## config.mk

```make
export PLATFORM = sky130hd
export DESIGN_NAME = seecc_ctrl
export DESIGN_NICKNAME = d
export VERILOG_FILES = /design/src/common/seecc_pkg.sv /design/src/rtl/seecc_sync.sv /design/src/rtl/seecc_ctrl.sv
export SDC_FILE = /design/constraint.sdc
export NUM_CORES = 1
export LEC_CHECK = 0
export BUFFER_PORTS_ARGS = -buffer_cell sky130_fd_sc_hd__clkbuf_2
export CORE_MARGIN = 8
export CORE_UTILIZATION = 55
export DETAILED_ROUTE_END_ITERATION = 8
export GPL_TIMING_DRIVEN = 0
export PLACE_DENSITY_LB_ADDON = 0.05
export SYNTH_ARGS = -nofsm -noshare
export SYNTH_HDL_FRONTEND = slang
export SYNTH_SLANG_ARGS = --single-unit
```

## constraint.sdc

```tcl
create_clock -name clk_sys -period 3.2 [get_ports clk_sys]
set_clock_uncertainty 0.15 [all_clocks]
set_input_delay 0.64 -clock clk_sys [delete_from_list [all_inputs] [get_ports clk_sys]]
set_output_delay 0.64 -clock clk_sys [all_outputs]
set_load 0.01 [all_outputs]
```

## src/common/seecc_pkg.sv

```systemverilog
package seecc_pkg;

    // ****************************************************************
    // Timing
    // ****************************************************************
    localparam int CLK_HZ = 25_000_000;
    localparam int TMO_MS = 30;
    localparam int TMO_CYC = (CLK_HZ / 1000) * TMO_MS;
    localparam int SK_HALF_CYC = 4;
    localparam int READY_SETTLE_CYC = 3;

    // ****************************************************************
    // Register map
    // ****************************************************************
    localparam int BUS_AW = 8;
    localparam logic [7:0] REG_CMD = 8'hB0;
    localparam logic [7:0] REG_DATA = 8'hB4;
    localparam logic [7:0] REG_IRQ_STAT = 8'hB8;
    localparam logic [7:0] REG_IRQ_MASK = 8'hBC;

    localparam int BUSY_BIT = 31;
    localparam int CMD_LSB = 28;
    localparam int CMD_W = 3;
    localparam int TMO_BIT = 9;
    localparam int LOADED_BIT = 8;
    localparam int ADDR_W = 8;
    localparam int DATA_W = 8;
    localparam logic [ADDR_W-1:0] ADDR_RST = 8'h00;
    localparam logic [DATA_W-1:0] DATA_RST = 8'h00;

    localparam int IRQ_W = 3;
    localparam int IRQ_DONE = 0;
    localparam int IRQ_TMO = 1;
    localparam int IRQ_LOADED = 2;
    localparam logic [IRQ_W-1:0] IRQ_RST = 3'h0;

    // ****************************************************************
    // Commands and serial frame
    // ****************************************************************
    typedef enum logic [2:0] {
        CMD_READ = 3'h0,
        CMD_EWDS = 3'h1,
        CMD_EWEN = 3'h2,
        CMD_WRITE = 3'h3,
        CMD_WRITE_ALL_CMD = 3'h4,
        CMD_ERASE = 3'h5,
        CMD_ERASE_ALL_CMD = 3'h6,
        CMD_RELOAD = 3'h7
    } seecc_cmd_t;

    localparam logic [1:0] OP_READ = 2'h2;
    localparam logic [1:0] OP_WRITE = 2'h1;
    localparam logic [1:0] OP_ERASE = 2'h3;
    localparam logic [1:0] OP_EXT = 2'h0;
    localparam logic [7:0] EXT_EWEN = 8'hC0;
    localparam logic [7:0] EXT_EWDS = 8'h00;
    localparam logic [7:0] EXT_ERASE_ALL_CMD = 8'h80;
    localparam logic [7:0] EXT_WRITE_ALL_CMD = 8'h40;
    localparam int FRAME_W = 19;
    localparam int HDR_LEN = 11;
    localparam int PROG_LEN = 19;
    localparam int RD_LEN = 9;
    localparam int BITCNT_W = 5;

    localparam int RELOAD_BYTES = 7;
    localparam int MAC_W = 48;
    // Signature value is arbitrary
    localparam logic [7:0] SIG_VALUE = 8'h5A;

    // ****************************************************************
    // Carriers
    // ****************************************************************
    typedef struct packed {
        logic [BUS_AW-1:0] addr;
        logic [31:0] wdata;
        logic wr;
        logic rd;
    } seecc_bus_req_t;

    typedef struct packed {
        logic cs;
        logic sk;
        logic dout;
        logic dout_oe_n;
    } seecc_pin_out_t;

endpackage

```

## src/rtl/seecc_sync.sv

```systemverilog
`timescale 1ns/1ps
module seecc_sync #(
    parameter int W = 1
) (
    // Clock and reset
    input wire logic clk_sys,
    input wire logic reset_n,
    // Data
    input wire logic [W-1:0] async_in,
    output logic [W-1:0] sync_out
);
    logic [W-1:0] meta_r;

    // ****************************************************************
    // Two-stage synchroniser
    // ****************************************************************
    always_ff @(posedge clk_sys) begin
        if (!reset_n) begin
            meta_r <= '0;
            sync_out <= '0;
        end else begin
            meta_r <= async_in;
            sync_out <= meta_r;
        end
    end
endmodule

```

## src/rtl/seecc_ctrl.sv

```systemverilog
// Our own choices: the address-and-strobe port and the address map.
`timescale 1ns/1ps
module seecc_ctrl
    import seecc_pkg::*;
#(
    parameter int TIMEOUT_CYC = seecc_pkg::TMO_CYC,
    parameter int SK_HALF = seecc_pkg::SK_HALF_CYC
) (
    // Clock and reset
    input wire logic clk_sys,
    input wire logic reset_n,
    // Register port
    input wire seecc_pkg::seecc_bus_req_t bus_req,
    output logic [31:0] bus_rdata,
    // Serial memory pins
    output seecc_pkg::seecc_pin_out_t eeprom_pins,
    input wire logic eeprom_serial_data_pin,
    // Status
    output logic [seecc_pkg::MAC_W-1:0] station_addr,
    output logic irq
);
    import seecc_pkg::*;

    typedef enum logic [2:0] {
        ST_IDLE = 3'h0,
        ST_SHIFT = 3'h1,
        ST_READ = 3'h2,
        ST_GAP = 3'h3,
        ST_WAIT = 3'h4,
        ST_FINISH = 3'h5
    } seecc_state_t;

    localparam int TMO_CW = $clog2(TIMEOUT_CYC + 1);
    localparam int DIV_W = $clog2(SK_HALF + 1);
    localparam logic [TMO_CW-1:0] TMO_LAST = TMO_CW'(TIMEOUT_CYC - 1);
    localparam logic [DIV_W-1:0] DIV_LAST = DIV_W'(SK_HALF - 1);
    localparam logic [2:0] RELOAD_LAST = 3'(RELOAD_BYTES - 1);
    // Pin sync depth plus memory response before ready status is trusted
    localparam logic [TMO_CW-1:0] READY_SETTLE = TMO_CW'(READY_SETTLE_CYC);

    seecc_state_t state_r;
    logic [DIV_W-1:0] div_r;
    logic tick;
    logic pin_s;
    logic [FRAME_W-1:0] sh_r;
    logic [BITCNT_W-1:0] cnt_r;
    logic [DATA_W-1:0] rx_r;
    logic [DATA_W-1:0] rx_nxt;
    logic [TMO_CW-1:0] tmo_r;
    logic cs_r;
    logic sk_r;
    logic oe_n_r;
    seecc_cmd_t op_r;
    seecc_cmd_t cmd_field_r;
    logic [ADDR_W-1:0] addr_r;
    logic [DATA_W-1:0] data_r;
    logic ew_en_r;
    logic tmo_flag_r;
    logic loaded_r;
    logic reload_pend_r;
    logic reload_act_r;
    logic [2:0] byte_idx_r;
    logic sig_ok_r;
    logic [MAC_W-1:0] station_r;
    logic [IRQ_W-1:0] irq_stat_r;
    logic [IRQ_W-1:0] irq_mask_r;
    logic [31:0] rdata_r;
    logic done_p_r;
    logic tmo_p_r;
    logic rd_p_r;
    logic load_ok_p_r;
    logic busy;
    logic sw_go;
    logic go;
    seecc_cmd_t go_op;
    logic [ADDR_W-1:0] go_addr;
    logic go_prog;
    logic [FRAME_W-1:0] go_frame;
    logic [BITCNT_W-1:0] go_len;

    // ****************************************************************
    // Serial clock divider and pin input
    // ****************************************************************
    always_ff @(posedge clk_sys) begin
        if (!reset_n || div_r == DIV_LAST) begin
            div_r <= '0;
        end else begin
            div_r <= div_r + 1'b1;
        end
    end
    assign tick = (div_r == DIV_LAST);

    seecc_sync #(
        .W(1)
    ) u_pin_sync (
        .clk_sys(clk_sys),
        .reset_n(reset_n),
        .async_in(eeprom_serial_data_pin),
        .sync_out(pin_s)
    );

    // ****************************************************************
    // Command launch
    // ****************************************************************
    assign busy = (state_r != ST_IDLE) || reload_pend_r || reload_act_r;
    assign sw_go = bus_req.wr && bus_req.addr == REG_CMD && bus_req.wdata[BUSY_BIT] && !busy;
    assign go = (state_r == ST_IDLE)
        && (reload_pend_r || reload_act_r || (sw_go && go_op != CMD_RELOAD));
    assign rx_nxt = {rx_r[DATA_W-2:0], pin_s};

    always_comb begin
        if (reload_pend_r || reload_act_r) begin
            go_op = CMD_READ;
            go_addr = {5'h00, byte_idx_r};
        end else begin
            go_op = seecc_cmd_t'(bus_req.wdata[CMD_LSB +: CMD_W]);
            go_addr = bus_req.wdata[ADDR_W-1:0];
        end
        go_prog = (go_op == CMD_WRITE) || (go_op == CMD_WRITE_ALL_CMD)
            || (go_op == CMD_ERASE) || (go_op == CMD_ERASE_ALL_CMD);
        go_len = BITCNT_W'(HDR_LEN);
        case (go_op)
            CMD_READ, CMD_RELOAD: begin
                go_frame = {1'b1, OP_READ, go_addr, DATA_RST};
            end
            CMD_WRITE: begin
                go_frame = {1'b1, OP_WRITE, go_addr, data_r};
                go_len = BITCNT_W'(PROG_LEN);
            end
            CMD_WRITE_ALL_CMD: begin
                go_frame = {1'b1, OP_EXT, EXT_WRITE_ALL_CMD, data_r};
                go_len = BITCNT_W'(PROG_LEN);
            end
            CMD_ERASE: begin
                go_frame = {1'b1, OP_ERASE, go_addr, DATA_RST};
            end
            CMD_ERASE_ALL_CMD: begin
                go_frame = {1'b1, OP_EXT, EXT_ERASE_ALL_CMD, DATA_RST};
            end
            CMD_EWEN: begin
                go_frame = {1'b1, OP_EXT, EXT_EWEN, DATA_RST};
            end
            default: begin
                go_frame = {1'b1, OP_EXT, EXT_EWDS, DATA_RST};
            end
        endcase
    end

    // ****************************************************************
    // Serial sequencer
    // ****************************************************************
    always_ff @(posedge clk_sys) begin
        if (!reset_n) begin
            state_r <= ST_IDLE;
            sh_r <= '0;
            cnt_r <= '0;
            rx_r <= DATA_RST;
            tmo_r <= '0;
            cs_r <= 1'b0;
            sk_r <= 1'b0;
            oe_n_r <= 1'b1;
            op_r <= CMD_READ;
            done_p_r <= 1'b0;
            tmo_p_r <= 1'b0;
            rd_p_r <= 1'b0;
        end else begin
            done_p_r <= 1'b0;
            tmo_p_r <= 1'b0;
            rd_p_r <= 1'b0;
            case (state_r)
                ST_IDLE: begin
                    if (go) begin
                        op_r <= go_op;
                        sh_r <= go_frame;
                        cnt_r <= go_len;
                        sk_r <= 1'b0;
                        if (go_prog && !ew_en_r) begin
                            state_r <= ST_FINISH;
                        end else begin
                            cs_r <= 1'b1;
                            oe_n_r <= 1'b0;
                            state_r <= ST_SHIFT;
                        end
                    end
                end
                ST_SHIFT: begin
                    if (tick) begin
                        sk_r <= !sk_r;
                        if (sk_r) begin
                            sh_r <= {sh_r[FRAME_W-2:0], 1'b0};
                            cnt_r <= cnt_r - 1'b1;
                            if (cnt_r == BITCNT_W'(1)) begin
                                oe_n_r <= 1'b1;
                                if (op_r == CMD_READ || op_r == CMD_RELOAD) begin
                                    cnt_r <= BITCNT_W'(RD_LEN);
                                    state_r <= ST_READ;
                                end else if (op_r == CMD_WRITE || op_r == CMD_WRITE_ALL_CMD
                                    || op_r == CMD_ERASE || op_r == CMD_ERASE_ALL_CMD) begin
                                    cs_r <= 1'b0;
                                    state_r <= ST_GAP;
                                end else begin
                                    state_r <= ST_FINISH;
                                end
                            end
                        end
                    end
                end
                ST_READ: begin
                    if (tick) begin
                        sk_r <= !sk_r;
                        if (sk_r) begin
                            rx_r <= rx_nxt;
                            cnt_r <= cnt_r - 1'b1;
                            if (cnt_r == BITCNT_W'(1)) begin
                                rd_p_r <= 1'b1;
                                state_r <= ST_FINISH;
                            end
                        end
                    end
                end
                ST_GAP: begin
                    if (tick) begin
                        cs_r <= 1'b1;
                        tmo_r <= '0;
                        state_r <= ST_WAIT;
                    end
                end
                ST_WAIT: begin
                    if (pin_s && tmo_r >= READY_SETTLE) begin
                        state_r <= ST_FINISH;
                    end else if (tmo_r == TMO_LAST) begin
                        tmo_p_r <= 1'b1;
                        state_r <= ST_FINISH;
                    end else begin
                        tmo_r <= tmo_r + 1'b1;
                    end
                end
                default: begin
                    cs_r <= 1'b0;
                    sk_r <= 1'b0;
                    oe_n_r <= 1'b1;
                    done_p_r <= 1'b1;
                    state_r <= ST_IDLE;
                end
            endcase
        end
    end

    // ****************************************************************
    // Erase/write enable latch
    // ****************************************************************
    always_ff @(posedge clk_sys) begin
        if (!reset_n) begin
            ew_en_r <= 1'b0;
        end else if (go && go_op == CMD_EWEN) begin
            ew_en_r <= 1'b1;
        end else if (go && go_op == CMD_EWDS) begin
            ew_en_r <= 1'b0;
        end
    end

    // ****************************************************************
    // Station address reload
    // ****************************************************************
    always_ff @(posedge clk_sys) begin
        if (!reset_n) begin
            reload_pend_r <= 1'b1;
            reload_act_r <= 1'b0;
            byte_idx_r <= '0;
            sig_ok_r <= 1'b0;
            station_r <= '0;
            load_ok_p_r <= 1'b0;
        end else begin
            load_ok_p_r <= 1'b0;
            if (sw_go && bus_req.wdata[CMD_LSB +: CMD_W] == CMD_RELOAD) begin
                reload_pend_r <= 1'b1;
            end else if (go && reload_pend_r) begin
                reload_pend_r <= 1'b0;
                reload_act_r <= 1'b1;
                byte_idx_r <= '0;
            end
            if (reload_act_r && rd_p_r) begin
                if (byte_idx_r == '0) begin
                    sig_ok_r <= (rx_r == SIG_VALUE);
                end else begin
                    station_r <= {rx_r, station_r[MAC_W-1:DATA_W]};
                end
                if (byte_idx_r == RELOAD_LAST) begin
                    reload_act_r <= 1'b0;
                    load_ok_p_r <= sig_ok_r;
                end else begin
                    byte_idx_r <= byte_idx_r + 1'b1;
                end
            end
        end
    end
    assign station_addr = station_r;

    // ****************************************************************
    // Command register fields
    // ****************************************************************
    always_ff @(posedge clk_sys) begin
        if (!reset_n) begin
            addr_r <= ADDR_RST;
            cmd_field_r <= CMD_READ;
        end else if (sw_go) begin
            addr_r <= bus_req.wdata[ADDR_W-1:0];
            cmd_field_r <= go_op;
        end else if (bus_req.wr && bus_req.addr == REG_CMD && !busy) begin
            addr_r <= bus_req.wdata[ADDR_W-1:0];
        end
    end

    always_ff @(posedge clk_sys) begin
        if (!reset_n) begin
            tmo_flag_r <= 1'b0;
            loaded_r <= 1'b0;
        end else begin
            if (tmo_p_r) begin
                tmo_flag_r <= 1'b1;
            end else if (bus_req.wr && bus_req.addr == REG_CMD && bus_req.wdata[TMO_BIT]) begin
                tmo_flag_r <= 1'b0;
            end
            if (load_ok_p_r) begin
                loaded_r <= 1'b1;
            end else if (bus_req.wr && bus_req.addr == REG_CMD
                && bus_req.wdata[LOADED_BIT]) begin
                loaded_r <= 1'b0;
            end
        end
    end

    // ****************************************************************
    // Data register
    // ****************************************************************
    always_ff @(posedge clk_sys) begin
        if (!reset_n) begin
            data_r <= DATA_RST;
        end else if (rd_p_r && !reload_act_r) begin
            data_r <= rx_r;
        end else if (bus_req.wr && bus_req.addr == REG_DATA && !busy) begin
            data_r <= bus_req.wdata[DATA_W-1:0];
        end
    end

    // ****************************************************************
    // Interrupts
    // ****************************************************************
    always_ff @(posedge clk_sys) begin
        if (!reset_n) begin
            irq_stat_r <= IRQ_RST;
            irq_mask_r <= IRQ_RST;
        end else begin
            for (int i = 0; i < IRQ_W; i++) begin
                if (bus_req.rd && bus_req.addr == REG_IRQ_STAT) begin
                    irq_stat_r[i] <= 1'b0;
                end
            end
            if (done_p_r) begin
                irq_stat_r[IRQ_DONE] <= 1'b1;
            end
            if (tmo_p_r) begin
                irq_stat_r[IRQ_TMO] <= 1'b1;
            end
            if (load_ok_p_r) begin
                irq_stat_r[IRQ_LOADED] <= 1'b1;
            end
            if (bus_req.wr && bus_req.addr == REG_IRQ_MASK) begin
                irq_mask_r <= bus_req.wdata[IRQ_W-1:0];
            end
        end
    end
    assign irq = |(irq_stat_r & irq_mask_r);

    // ****************************************************************
    // Read data
    // ****************************************************************
    always_ff @(posedge clk_sys) begin
        if (!reset_n) begin
            rdata_r <= '0;
        end else if (bus_req.rd) begin
            if (bus_req.addr == REG_CMD) begin
                rdata_r <= '0;
                rdata_r[BUSY_BIT] <= busy;
                rdata_r[CMD_LSB +: CMD_W] <= cmd_field_r;
                rdata_r[TMO_BIT] <= tmo_flag_r;
                rdata_r[LOADED_BIT] <= loaded_r;
                rdata_r[ADDR_W-1:0] <= addr_r;
            end else if (bus_req.addr == REG_DATA) begin
                rdata_r <= {24'h000000, data_r};
            end else if (bus_req.addr == REG_IRQ_STAT) begin
                rdata_r <= {29'h00000000, irq_stat_r};
            end else if (bus_req.addr == REG_IRQ_MASK) begin
                rdata_r <= {29'h00000000, irq_mask_r};
            end else begin
                rdata_r <= '0;
            end
        end else begin
            rdata_r <= '0;
        end
    end
    assign bus_rdata = rdata_r;

    // ****************************************************************
    // Pin outputs
    // ****************************************************************
    assign eeprom_pins.cs = cs_r;
    assign eeprom_pins.sk = sk_r;
    assign eeprom_pins.dout = sh_r[FRAME_W-1];
    assign eeprom_pins.dout_oe_n = oe_n_r;
endmodule

```

==> PnR_summary.wiki, run 1 <==
{| class="wikitable"
! Metric !! Value
|-
| P&R area growth vs syn || 17.6%
|-
| Tightest Pin Transition || 0.937 ns
|-
| Crit path kind || reg2reg
|-
| Slowest cell delay on critical path || 0.68 ns
|-
| Floorplan Core Area || 0.0132 mm^2
|-
| End of the worst register-to-register path || sh_r[4]
|-
| Biggest fanout along the worst timing path || 10
|-
| Number of hold-repair buffers added at the cts stage || 0
|-
| H-tree level count || 4
|-
| Min-Delay Startpoint || div_r[0]
|-
| Hold/Removal Path Class || reg2reg
|-
| WL per Instance || 16.8 um
|-
| Critical path's most frequent cell || sky130_fd_sc_hd__clkbuf_1
|-
| Final GP Congestion || 0.910
|-
| Overall overflow remaining after global route || 0
|-
| Width of the die || 132 um
|-
| Global routing usage summed across all routing layers || 22.8%
|-
| Diode count || 0
|-
| Total number of nets in the final design || 1,040
|-
| Number of failing setup endpoints in the final timing report || 0
|-
| Total leakage power || 3.41 nW
|-
| Status || complete, no violations
|-
| Worst Path Arrival || 2.97 ns
|-
| Relative slew margins || 37.0%
|-
| Synthesized instance count || 860
|-
| Maximum ir drop on the vdd rail || 0.000437 V
|-
| Fraction of registers with async set or reset after synthesis || 0%
|-
| Buffer levels on the longest clock path || 2
|-
| Unrepaired setup endpoints after global routing || no
|-
| Worst-case reg-to-reg path depth || 6
|-
| Part of the Yosys area used for sequential elements || 45.0%
|-
| TritonCTS Buffers || 17
|-
| Clock period minus final worst setup slack || 2.80 ns
|-
| WHS || 0.275 ns
|-
| Clock slew at the register clock pins of the worst setup and hold paths || 0.07 ns
|-
| Post-DP HPWL || 14,500 um
|-
| Required time at the endpoint of the critical path || 3.38 ns
|-
| Post-route ant nets || 0
|-
| Number of rows in the core area || 42
|-
| Later-pin clock latency in the skew report || 0.42 ns
|-
| Final-layout fill cell count || 1,219
|-
| Fraction of the cycle the final worst path needs || 87.4%
|-
| Setup slack of the most critical reg-to-reg path || 0.40 ns
|-
| Count of final hold-check violations || 0
|-
| Largest net degree at the start of global routing || 17
|-
| Clock Sink Count || 166
|-
| Detailed-route via count || 6,708
|-
| Clock tree from TritonCTS || done
|-
| Cell type with the highest aggregate area in the netlist || sky130_fd_sc_hd__dfxtp_1
|-
| Number of vias per cell after detailed routing || 5.71
|-
| Yosys top cell area share || 45.0%
|-
| Footprint of the multi-input gates || 0.00366 mm^2
|-
| DRT Wirelength || 19,800 um
|-
| CP Launch Type || flop
|-
| Crit path cell chain || clkbuf_8 > nor3b_1 > clkbuf_1 > clkbuf_1 > a22oi_1 > a211oi_1
|-
| Setup Fix Bufs, Post-CTS || 0
|-
| Slowest stage cell, crit path || sky130_fd_sc_hd__nor3b_1
|-
| Post-route core utilization || 65.9%
|-
| Unique masters post-synth || 74
|-
| Kind of end point of the critical path || flop
|-
| Area of the die || 0.0174 mm^2
|-
| Synthesis Warnings || 0
|-
| Global-route wire length before repair || 32,800 um
|-
| Endpoint of the worst hold-timing path || div_r[0]
|-
| Residual DRC count || 0
|-
| Number of I/O port buffers || 91
|-
| Cell area after synthesis || 0.00739 mm^2
|-
| Total power per unit cell area || 677 mW/mm^2
|-
| Setup TNS || 0 ns
|-
| Clock Tree Root || sky130_fd_sc_hd__clkbuf_16
|-
| I/O pins || 130
|-
| # Max-Cap Violations || 0
|-
| Top area cells in the synthesized netlist || sky130_fd_sc_hd__dfxtp_1, sky130_fd_sc_hd__nand2_1, sky130_fd_sc_hd__mux2i_1
|-
| Number of enable-type register cells in the synthesized netlist || 0
|-
| Worst hold path depth || 1
|-
| Cell class contributing the biggest share of worst-path delay || buffers and inverters
|-
| Main synth FF type || sky130_fd_sc_hd__dfxtp_1
|-
| Average cell area after synthesis || 8.59 um^2
|-
| Effective utilization at floorplan || 56.0%
|-
| First-pass DRT Iterations || 5
|-
| Ratio of cells with drive above 1 in the final layout || 17.4%
|-
| Worst flop-to-flop path startpoint || state_r[0]
|-
| Number of global-route vias before repair || 6,554
|-
| # resized after CTS || 0
|-
| Flops & latches, synth || 166
|-
| Die Y || 132 um
|-
| Starting DRT DRC Count || 482
|-
| Storage cell area || 0.00332 mm^2
|-
| Max-slew violation total from the final report || 0
|-
| Initial antenna violation count || 0
|-
| Highest clock rate || 357 MHz
|-
| Buf/Inv on CP || 3
|}
==> per-layer routing <==
layer | vias to the layer above | GRT usage, % | part of all wire [%]
met5 | - | 0 | 0
met4 | 0 | 9.96 | 2.6
met3 | 41 | 6.55 | 6.2
met2 | 216 | 36.2 | 46
met1 | 3175 | 28.2 | 45
li1 | 3276 | - | -
==> kinds of logic (layout without fill, tap and decap cells) <==
kind of cell | count (synthesis) | count (layout) | synth area share, %
buffers and inverters | 88 | 210 | 6.33
AND/OR/NAND/NOR | 358 | 358 | 23.3
AO/OA/AOI/OAI | 185 | 185 | 16.4
flip-flops | 166 | 166 | 45.0
multiplexers | 43 | 43 | 6.33
adder cells (fa/ha/maj) | 9 | 9 | 1.49
other | 1 | 18 | 0.0508
XOR/XNOR | 10 | 10 | 1.19
==> per-stage QoR <==
step	instances	worst slack [ns]	power, mW	instance area, um^2
2_1_floorplan	877	0.740	3.54	7450
3_3_place_gp	1144	0.271	3.93	8130
3_5_place_dp	1144	0.261	3.95	8130
4_1_cts	1175	0.475	5.89	8690
5_1_grt	1175	0.276	6.20	8690
6_report	1175	0.403	5.88	8690
==> worst max-delay path by stage <==
stage	start	to	slack, ns	depth (start not counted)
final	state_r[0]	sh_r[4]	0.40	6
after floorplan	bus_req[37]	sh_r[1]	0.74	7
after global routing	state_r[0]	sh_r[2]	0.28	6
after CTS	state_r[0]	sh_r[4]	0.47	6
after global placement	bus_req[37]	sh_r[0]	0.27	6
after detailed placement	bus_req[37]	sh_r[4]	0.26	6
==> layout by cell type, fill, tap and decap left out, types with 4 or more instances in the layout <==
cell / count
sky130_fd_sc_hd__a211oi_1: 22
sky130_fd_sc_hd__a21oi_1: 77
sky130_fd_sc_hd__a22oi_1: 12
sky130_fd_sc_hd__a311oi_1: 4
sky130_fd_sc_hd__a31oi_1: 4
sky130_fd_sc_hd__and2_1: 16
sky130_fd_sc_hd__and3_1: 12
sky130_fd_sc_hd__buf_1: 4
sky130_fd_sc_hd__buf_2: 5
sky130_fd_sc_hd__buf_4: 24
sky130_fd_sc_hd__clkbuf_1: 37
sky130_fd_sc_hd__clkbuf_16: 17
sky130_fd_sc_hd__clkbuf_2: 91
sky130_fd_sc_hd__clkbuf_8: 4
sky130_fd_sc_hd__clkinvlp_4: 4
sky130_fd_sc_hd__conb_1: 18
sky130_fd_sc_hd__dfxtp_1: 166
sky130_fd_sc_hd__ha_1: 8
sky130_fd_sc_hd__inv_1: 12
sky130_fd_sc_hd__mux2i_1: 40
sky130_fd_sc_hd__nand2_1: 135
sky130_fd_sc_hd__nand2b_1: 4
sky130_fd_sc_hd__nand3_1: 23
sky130_fd_sc_hd__nand4_1: 11
sky130_fd_sc_hd__nand4b_1: 4
sky130_fd_sc_hd__nor2_1: 84
sky130_fd_sc_hd__nor2b_1: 6
sky130_fd_sc_hd__nor3_1: 16
sky130_fd_sc_hd__nor4_1: 7
sky130_fd_sc_hd__o2111ai_1: 6
sky130_fd_sc_hd__o211ai_1: 9
sky130_fd_sc_hd__o21ai_0: 19
sky130_fd_sc_hd__o31ai_1: 5
sky130_fd_sc_hd__or3_1: 9
sky130_fd_sc_hd__or4_1: 8
sky130_fd_sc_hd__xnor2_1: 8
==> area by class of cell <==
| cell class | instances | share of cell area [%] |
|---|---|---|
| multi-input combinational | 623 | 42.1 |
| sequential | 166 | 38.2 |
| timing repair buffer | 91 | 5.24 |
| clock buffer | 18 | 5.05 |
| buffer | 75 | 4.82 |
| tap | 176 | 2.53 |
| clock inverter | 13 | 1.44 |
| inverter | 13 | 0.561 |
==> power breakdown <==
| group | total (mW) | internal, mW | leakage [nW] | switching (mW) |
|---|---|---|---|---|
| logic | 1.59 | 0.599 | 1.80 | 0.994 |
| clock network | 1.95 | 1.10 | 0.267 | 0.856 |
| registers | 2.34 | 2.23 | 1.34 | 0.110 |
| total | 5.88 | 3.92 | 3.41 | 1.96 |
==> cells in the mapped netlist (3+ instances only) <==
cell type,n
sky130_fd_sc_hd__or4_1,8
sky130_fd_sc_hd__o21ai_0,19
sky130_fd_sc_hd__and2_1,16
sky130_fd_sc_hd__a22oi_1,12
sky130_fd_sc_hd__mux4_2,3
sky130_fd_sc_hd__nand2b_1,4
sky130_fd_sc_hd__clkbuf_8,3
sky130_fd_sc_hd__xnor2_1,8
sky130_fd_sc_hd__a31oi_1,4
sky130_fd_sc_hd__nand3_1,23
sky130_fd_sc_hd__a211oi_1,22
sky130_fd_sc_hd__o2111ai_1,6
sky130_fd_sc_hd__ha_1,8
sky130_fd_sc_hd__a221o_1,3
sky130_fd_sc_hd__buf_4,24
sky130_fd_sc_hd__a21oi_1,77
sky130_fd_sc_hd__nor2_1,84
sky130_fd_sc_hd__clkbuf_1,37
sky130_fd_sc_hd__or2_2,3
sky130_fd_sc_hd__a21o_1,3
sky130_fd_sc_hd__nand4b_1,4
sky130_fd_sc_hd__nor3_1,16
sky130_fd_sc_hd__and3_1,12
sky130_fd_sc_hd__o31ai_1,5
sky130_fd_sc_hd__nor4_1,7
sky130_fd_sc_hd__buf_1,4
sky130_fd_sc_hd__mux2i_1,40
sky130_fd_sc_hd__nor2b_1,6
sky130_fd_sc_hd__nand2_1,135
sky130_fd_sc_hd__nor4bb_1,3
sky130_fd_sc_hd__a311oi_1,4
sky130_fd_sc_hd__dfxtp_1,166
sky130_fd_sc_hd__or3_1,9
sky130_fd_sc_hd__buf_2,5
sky130_fd_sc_hd__nand4_1,11
sky130_fd_sc_hd__inv_1,12
sky130_fd_sc_hd__o211ai_1,9
==> registers in the layout, summed over array words and instances, names as in the netlist, 5 cells and up <==
signal	cells
cnt_r	5
bus_rdata	14
addr_r	8
rx_r	8
tmo_r	20
station_addr	48
data_r	8
sh_r	19
No activity file was read; power rests on OpenSTA's default activity.
==> run 2, diff against run 1 <==
--- a/config.mk
+++ b/config.mk
@@ -7,2 +7,3 @@
 export LEC_CHECK = 0
+export ABC_AREA = 1
 export BUFFER_PORTS_ARGS = -buffer_cell sky130_fd_sc_hd__clkbuf_2
@@ -13,2 +14,3 @@
 export PLACE_DENSITY_LB_ADDON = 0.05
+export RECOVER_POWER = 25
 export SYNTH_ARGS = -nofsm -noshare
==> constraint.sdc (replaced) <==
create_clock -name clk_sys -period 3.2 [get_ports clk_sys]
set_clock_uncertainty 0.15 [all_clocks]
set_input_delay 0.32 -clock clk_sys [delete_from_list [all_inputs] [get_ports clk_sys]]
set_output_delay 0.32 -clock clk_sys [all_outputs]
set_load 0.01 [all_outputs]
==> run 2 against run 1 <==
Critical path depth increased by 6. Count of clock-buffer cells in the layout unchanged. Via count increased by 12%. Cell area increased by 6.0%. Register-to-register slack improved by 0.42 ns. Clock power increased by 15%. Total power increased by 12%. Non-clock buffer count decreased by 4. Worst setup slack improved by 0.42 ns. Flip-flop and latch count unchanged. Highest routed layer unchanged.
==> PnR_summary.wiki, run 2 <==
{| class="wikitable"
! Metric !! Value
|-
| Post-route ant nets || 0 (unchanged)
|-
| Tightest Pin Transition || 1.05 ns (+0.115 ns)
|-
| Detailed-route via count || 7,507 (+12%)
|-
| First-pass DRT Iterations || 6 (+1)
|-
| Number of I/O port buffers || 92 (+1.1%)
|-
| Top area cells in the synthesized netlist || sky130_fd_sc_hd__dfxtp_1, sky130_fd_sc_hd__nand2_1, sky130_fd_sc_hd__nor2_1
|-
| Total power per unit cell area || 717 mW/mm^2 (+5.9%)
|-
| Commonest non-fill, non-tap cells in the layout || sky130_fd_sc_hd__nand2_1, sky130_fd_sc_hd__nor2_1, sky130_fd_sc_hd__dfxtp_1
|-
| Met2 wire length || 9540 um (+4.3%)
|-
| Final-layout fill cell count || 1,360 (+12%)
|-
| Width of the die || 136 um (+2.8%)
|-
| Diode count || 0 (unchanged)
|-
| Number of global-route vias before repair || 6,912 (+5.5%)
|-
| Yosys top cell area share || 42.2% (-2.8 points)
|-
| Cell area after synthesis || 0.00787 mm^2 (+6.5%)
|-
| H-tree level count || 4 (unchanged)
|-
| Global-route wire length before repair || 33,900 um (+3.3%)
|-
| Worst Path Arrival || 2.54 ns (-0.43 ns)
|-
| Residual DRC count || 0 (unchanged)
|-
| Post-DP HPWL || 15,600 um (+7.3%)
|-
| Final GP Congestion || 0.955 (+5.0%)
|-
| Setup TNS || 0 ns (unchanged)
|-
| Relative slew margins || 29.2% (-7.8 points)
|-
| TritonCTS Buffers || 17 (unchanged)
|-
| Floorplan Core Area || 0.0139 mm^2 (+5.6%)
|-
| Main synth FF type || sky130_fd_sc_hd__dfxtp_1
|-
| # Max-Cap Violations || 0 (unchanged)
|-
| Most common library cell in the layout ignoring fill and taps || sky130_fd_sc_hd__nand2_1
|-
| P&R area growth vs syn || 17.1%
|-
| Biggest fanout along the worst timing path || 10 (unchanged)
|-
| Effective utilization at floorplan || 56.5% (+0.46 points)
|-
| Overall overflow remaining after global route || 0 (unchanged)
|-
| Buffer levels on the longest clock path || 2 (unchanged)
|-
| Die Y || 136 um (+2.8%)
|-
| Largest net degree at the start of global routing || 17 (unchanged)
|-
| Met3 Routed Length || 1150 um (-6.3%)
|-
| Max-slew violation total from the final report || 0 (unchanged)
|-
| Later-pin clock latency in the skew report || 0.43 ns (about the same)
|-
| Cell type with the highest aggregate area in the netlist || sky130_fd_sc_hd__dfxtp_1
|-
| Highest clock rate || 421 MHz (+18%)
|-
| Average cell area after synthesis || 6.86 um^2 (-20%)
|-
| Flip-flop count of the largest register after layout || 48 (unchanged)
|-
| Total leakage power || 3.80 nW (+11%)
|-
| Unique masters post-synth || 39 (-47%)
|-
| WL per Instance || 14.1 um (-16%)
|-
| Count of final hold-check violations || 0 (unchanged)
|-
| Final Total Pwr || 6.61 mW (+12%)
|-
| Global routing usage summed across all routing layers || 22.5% (-0.28 points)
|-
| Fraction of the cycle the final worst path needs || 74.2% (-13 points)
|-
| Crit path kind || reg2reg
|-
| Part of the Yosys area used for sequential elements || 42.2% (-2.8 points)
|-
| Number of enable-type register cells in the synthesized netlist || 0 (unchanged)
|-
| Unrepaired setup endpoints after global routing || no
|-
| Clock tree from TritonCTS || done
|-
| Area of the die || 0.0184 mm^2 (+5.7%)
|-
| Number of vias per cell after detailed routing || 5.11 (-10%)
|-
| Most instantiated library cell after synthesis || sky130_fd_sc_hd__nand2_1
|-
| Flops & latches, synth || 166 (unchanged)
|-
| Clock Sink Count || 166 (unchanged)
|-
| Total number of nets in the final design || 1,329 (+28%)
|-
| Ratio of cells with drive above 1 in the final layout || 10.1% (-7.3 points)
|-
| Starting DRT DRC Count || 604 (+25%)
|-
| Leading post-synthesis cells by instance count || sky130_fd_sc_hd__nand2_1, sky130_fd_sc_hd__nor2_1, sky130_fd_sc_hd__dfxtp_1
|-
| Synthesized instance count || 1,147 (+33%)
|-
| Maximum ir drop on the vdd rail || 0.000405 V (-7.4%)
|-
| Clock slew at the register clock pins of the worst setup and hold paths || 0.06 ns (about the same)
|-
| Clock Tree Root || sky130_fd_sc_hd__clkbuf_16
|-
| Worst setup timing slack at the placement stage || 0.839 ns (+0.578 ns)
|-
| Status || complete, no violations
|-
| Number of failing setup endpoints in the final timing report || 0 (unchanged)
|-
| Synthesis Warnings || 0 (unchanged)
|-
| Hold/Removal Path Class || in2reg
|-
| WHS || 0.0401 ns (-0.235 ns)
|-
| Setup Fix Bufs, Post-CTS || 0 (unchanged)
|-
| Required time at the endpoint of the critical path || 3.37 ns (about the same)
|-
| Highest signal layer in the routed design || met4
|-
| Clock period minus final worst setup slack || 2.37 ns (-0.425 ns)
|-
| Initial antenna violation count || 0 (unchanged)
|-
| DRT Wirelength || 20,700 um (+4.6%)
|-
| Post-Route M1 WL || 9590 um (+8.3%)
|-
| Number of rows in the core area || 43 (+2.4%)
|-
| Min setup slack post-route || 0.827 ns (+0.425 ns)
|-
| I/O pins || 130 (unchanged)
|-
| CP Launch Type || flop
|-
| Kind of end point of the critical path || flop
|-
| Fraction of registers with async set or reset after synthesis || 0% (unchanged)
|}
-- run 2: cell types whose count changed after synthesis, sizes merged, moves of 14 or more --
| cell | before | now |
|---|---|---|
| a211oi | 22 | 0 |
| and2 | 16 | 2 |
| inv | 13 | 110 |
| mux2i | 40 | 0 |
| nand2 | 135 | 234 |
| nand3 | 23 | 70 |
| nor2 | 84 | 241 |
| o21ai | 21 | 108 |
-- run 2: final timing paths --
path / startpoint / to / slack [ns] / depth (start not counted)
max: tmo_r[0] / tmo_r[2] / 0.83 / 12
min: bus_req[10] / loaded_r / 0.04 / 4
max reg2reg: tmo_r[0] / tmo_r[2] / 0.83 / 12
min reg2reg: div_r[0] / div_r[0] / 0.27 / 1
-- run 2: cells by family (layout without fill, tap and decap cells) --
kind of cell,after synthesis,count (layout),synth area share (%)
other,1,18,0.0476
flip-flops,166,166,42.2
AO/OA/AOI/OAI,205,205,13.7
XOR/XNOR,16,16,1.78
AND/OR/NAND/NOR,572,572,31.1
adder cells (fa/ha/maj),8,8,1.27
buffers and inverters,179,304,9.89
-- run 2: metrics by stage --
step	std cells	cell area, um^2	util, %
after CTS	1469	9280	66.6
after global routing	1469	9210	66.1
after global placement	1436	8620	61.9
after floorplan	1164	7930	-
final	1469	9210	66.1
after detailed placement	1436	8620	61.9
-- run 2: final cells by class --
| type | count | area, um^2 | area share [%] |
|---|---|---|---|
| multi-input cells | 819 | 3830 | 41.6 |
| flip-flops and latches | 166 | 3320 | 36.1 |
| clock buffers | 18 | 429 | 4.66 |
| inverters | 110 | 413 | 4.48 |
| repair buffers | 93 | 404 | 4.39 |
| plain buffers | 69 | 364 | 3.95 |
| well taps | 180 | 225 | 2.44 |
| clock inverters | 14 | 223 | 2.42 |
-- run 2: repair_timing --
item / in CTS / in global routing
hold buffers: 1 / 0
resized for setup: 0 / 0
endpoints found under the hold margin: 1 / 0
-- run 2: critical path, stage by stage (launching register included) --
cell and delay (ns):
sky130_fd_sc_hd__dfxtp_1 0.38, sky130_fd_sc_hd__ha_1 0.32, sky130_fd_sc_hd__nand2_1 0.11, sky130_fd_sc_hd__nor2_1 0.34
sky130_fd_sc_hd__inv_1 0.08, sky130_fd_sc_hd__nor2_1 0.10, sky130_fd_sc_hd__nand3_1 0.07, sky130_fd_sc_hd__nand2_1 0.08
sky130_fd_sc_hd__nand2_1 0.06, sky130_fd_sc_hd__nand3_2 0.11, sky130_fd_sc_hd__buf_2 0.24, sky130_fd_sc_hd__nor2_1 0.07
sky130_fd_sc_hd__o21a_1 0.16
-- run 2: where the power goes --
part | switching [mW] | internal (mW) | total [mW]
logic | 1.29 | 0.644 | 1.94
clock network | 0.859 | 1.39 | 2.25
registers | 0.137 | 2.28 | 2.42
-- run 2: routing by layer --
| layer | up-vias | global-route usage [%] |
|---|---|---|
| li1 | 3882 | - |
| met1 | 3391 | 28.6 |
| met2 | 200 | 37.4 |
| met3 | 34 | 3.82 |
| met4 | 0 | 8.20 |
| met5 | - | 0 |
==> run 3, diff against run 2 <==
- CORE_UTILIZATION: 55 -> 51
- clock period: 3.2 -> 2 ns (I/O delays scaled with it)
==> run 3 against run 2 <==
The flow now finishes with violations (negative setup slack). Maximum frequency grew 17%. Combinational power grew 99%. Critical path type unchanged. Sequential share of layout area shrank 1.7 points. Count of clock-buffer cells in the layout is the same. Wire length grew 5.4%. Total power grew 66%. Final cell count grew 2.7%. Largest cell class unchanged. Worst setup slack lost 0.85 ns.
==> PnR_summary.wiki, run 3 (synthesis gave the netlist of run 2 again) <==
{| class="wikitable"
! Metric !! Value
|-
| Clock Sink Count || 166 (unchanged)
|-
| Count of final hold-check violations || 0 (unchanged)
|-
| Worst hold path depth || 4 (unchanged)
|-
| Residual DRC count || 0 (unchanged)
|-
| Post-route ant nets || 0 (unchanged)
|-
| TritonCTS Buffers || 17 (unchanged)
|-
| Largest net degree at the start of global routing || 17 (unchanged)
|-
| Flip-flop count of the largest register after layout || 48 (unchanged)
|-
| Ratio of cells with drive above 1 in the final layout || 16.7% (+6.6 points)
|-
| Commonest non-fill, non-tap cells in the layout || sky130_fd_sc_hd__nand2_1, sky130_fd_sc_hd__nor2_1, sky130_fd_sc_hd__dfxtp_1
|-
| Buffer levels on the longest clock path || 2 (unchanged)
|-
| DRT Wirelength || 21,800 um (+5.4%)
|-
| Effective utilization at floorplan || 52.0% (-4.5 points)
|-
| Fraction of the cycle the final worst path needs || 101% (+27 points)
|-
| Required time at the endpoint of the critical path || 2.22 ns (-1.15 ns)
|-
| Detailed-route via count || 7,625 (+1.6%)
|-
| Floorplan Core Area || 0.0151 mm^2 (+8.7%)
|-
| I/O pins || 130 (unchanged)
|-
| Violations in the final reports || negative setup slack
|-
| Worst Path Arrival || 2.24 ns (-0.30 ns)
|-
| Total number of nets in the final design || 1,363 (+2.6%)
|-
| First-pass DRT Iterations || 5 (-1)
|-
| Total power per unit cell area || 1130 mW/mm^2 (+57%)
|-
| Number of vias per cell after detailed routing || 5.05 (-1.1%)
|-
| Slowest cell delay on critical path || 0.31 ns (-0.07 ns)
|-
| Crit path kind || reg2reg
|-
| Tightest Pin Transition || 0.663 ns (-0.389 ns)
|-
| Width of the die || 140 um (+3.4%)
|-
| Number of failing setup endpoints in the final timing report || 5 (+5)
|-
| Maximum ir drop on the vdd rail || 0.000763 V (+88%)
|-
| Setup slack of the most critical reg-to-reg path || -0.02 ns (-0.85 ns)
|-
| Min setup slack post-route || -0.0204 ns (-0.847 ns)
|-
| # Max-Cap Violations || 0 (unchanged)
|-
| Highest clock rate || 495 MHz (+17%)
|-
| Global-route wire length before repair || 34,700 um (+2.4%)
|-
| Starting DRT DRC Count || 501 (-17%)
|-
| Worst-case reg-to-reg path depth || 12 (unchanged)
|-
| Diode count || 0 (unchanged)
|-
| Relative slew margins || 55.8% (+27 points)
|-
| Later-pin clock latency in the skew report || 0.43 ns (about the same)
|-
| H-tree level count || 4 (unchanged)
|-
| Die Y || 140 um (+3.4%)
|-
| Unrepaired setup endpoints after global routing || yes
|-
| Clock tree from TritonCTS || done
|-
| Clock period minus final worst setup slack || 2.02 ns (-0.353 ns)
|-
| Setup TNS || -0.0575 ns (-0.0575 ns)
|-
| Number of rows in the core area || 45 (+4.7%)
|-
| Initial antenna violation count || 0 (unchanged)
|-
| Biggest fanout along the worst timing path || 6 (-4)
|-
| Slowest stage cell, crit path || sky130_fd_sc_hd__dfxtp_2
|-
| CP Launch Type || flop
|-
| Number of global-route vias before repair || 6,945 (+0.48%)
|-
| Area of the die || 0.0197 mm^2 (+6.9%)
|-
| Kind of end point of the critical path || flop
|-
| Global routing usage summed across all routing layers || 21.7% (-0.81 points)
|-
| P&R area growth vs syn || 23.3%
|-
| Post-DP HPWL || 15,700 um (+0.69%)
|-
| Clock Tree Root || sky130_fd_sc_hd__clkbuf_16
|-
| Crit path cell chain || buf_6 > nor2_4 > nand3_4 > nor2_4 > buf_6 > nand3_4 > nand2_4 > nand3_4 > a21oi_4 > buf_6 > nor2_2 > nor2_2
|-
| Final-layout fill cell count || 1,462 (+7.5%)
|-
| Final GP Congestion || 0.947 (-0.86%)
|-
| WL per Instance || 14.4 um (+2.6%)
|-
| Total leakage power || 3.99 nW (+5.0%)
|-
| Overall overflow remaining after global route || 0 (unchanged)
|-
| Hold/Removal Path Class || in2reg
|-
| Number of I/O port buffers || 92 (unchanged)
|-
| Status || finished with violations
|-
| Most common library cell in the layout ignoring fill and taps || sky130_fd_sc_hd__nand2_1
|-
| Worst setup timing slack at the placement stage || -0.372 ns (-1.21 ns)
|-
| Clock slew at the register clock pins of the worst setup and hold paths || 0.07 ns (about the same)
|-
| Max-slew violation total from the final report || 0 (unchanged)
|-
| WHS || 0.0231 ns (-0.0170 ns)
|}
-- run 3: changes by cell type in the layout (fill, tap and decap cells not counted), sizes merged --
cell / previous run / this run
inv: 113 / 115
clkinvlp: 2 / 4
bufinv: 5 / 1
dlygate4sd3: 1 / 15
buf: 32 / 59
clkbuf: 147 / 140
clkinv: 4 / 2
-- run 3: repair_timing --
action	4_1_cts	5_1_grt
cloned	1	1
pin swaps	5	19
setup buffers	10	14
hold endpoints to repair	19	0
resized for setup	20	84
hold buffers	15	0
setup endpoints to repair	50	98
-- run 3: worst max-delay path, delay by kind of cell, from the launching register on --
family	cells	cell delay, ns
buffers and inverters	3	0.42
AO/OA/AOI/OAI	1	0.29
flip-flops	1	0.31
AND/OR/NAND/NOR	8	0.78
-- run 3: layer usage --
metal / GRT usage [%] / up-vias / routed length, um
met5: 0 / - / 0
met4: 7.26 / 0 / 344
met3: 4.76 / 31 / 1370
met2: 35.3 / 223 / 10100
met1: 28.0 / 3422 / 9960
li1: - / 3949 / -
-- run 3: per-stage QoR --
| stage | instances | power, mW | area (um^2) | util [%] |
|---|---|---|---|---|
| after global placement | 1444 | 6.97 | 8630 | 57.0 |
| after CTS | 1498 | 10.4 | 9470 | 62.5 |
| after detailed placement | 1444 | 7.00 | 8630 | 57.0 |
| final | 1509 | 11.0 | 9700 | 64.0 |
| after global routing | 1509 | 11.6 | 9700 | 64.0 |
| after floorplan | 1164 | 6.27 | 7930 | - |
-- run 3: final timing paths --
check / start / to
worst max-delay path: state_r[2] / sh_r[0]
worst min-delay path: bus_req[30] / ew_en_r
worst max register to register: state_r[2] / sh_r[0]
worst min register to register: div_r[0] / div_r[0]
-- run 3: area by class of cell --
class,count,area (um^2),share of cell area [%]
Buffer,63,374,3.86
Clock buffer,18,439,4.53
Clock inverter,12,120,1.24
Inverter,110,420,4.33
Multi-Input combinational cell,819,4020,41.4
Sequential cell,166,3330,34.4
Tap cell,188,235,2.42
Timing Repair Buffer,133,762,7.86
-- run 3: power breakdown --
part           leakage (nW)  switching, mW  internal (mW)
clock network         0.264           1.41           1.75
logic                  2.38           2.37           1.50
registers              1.35          0.262           3.66
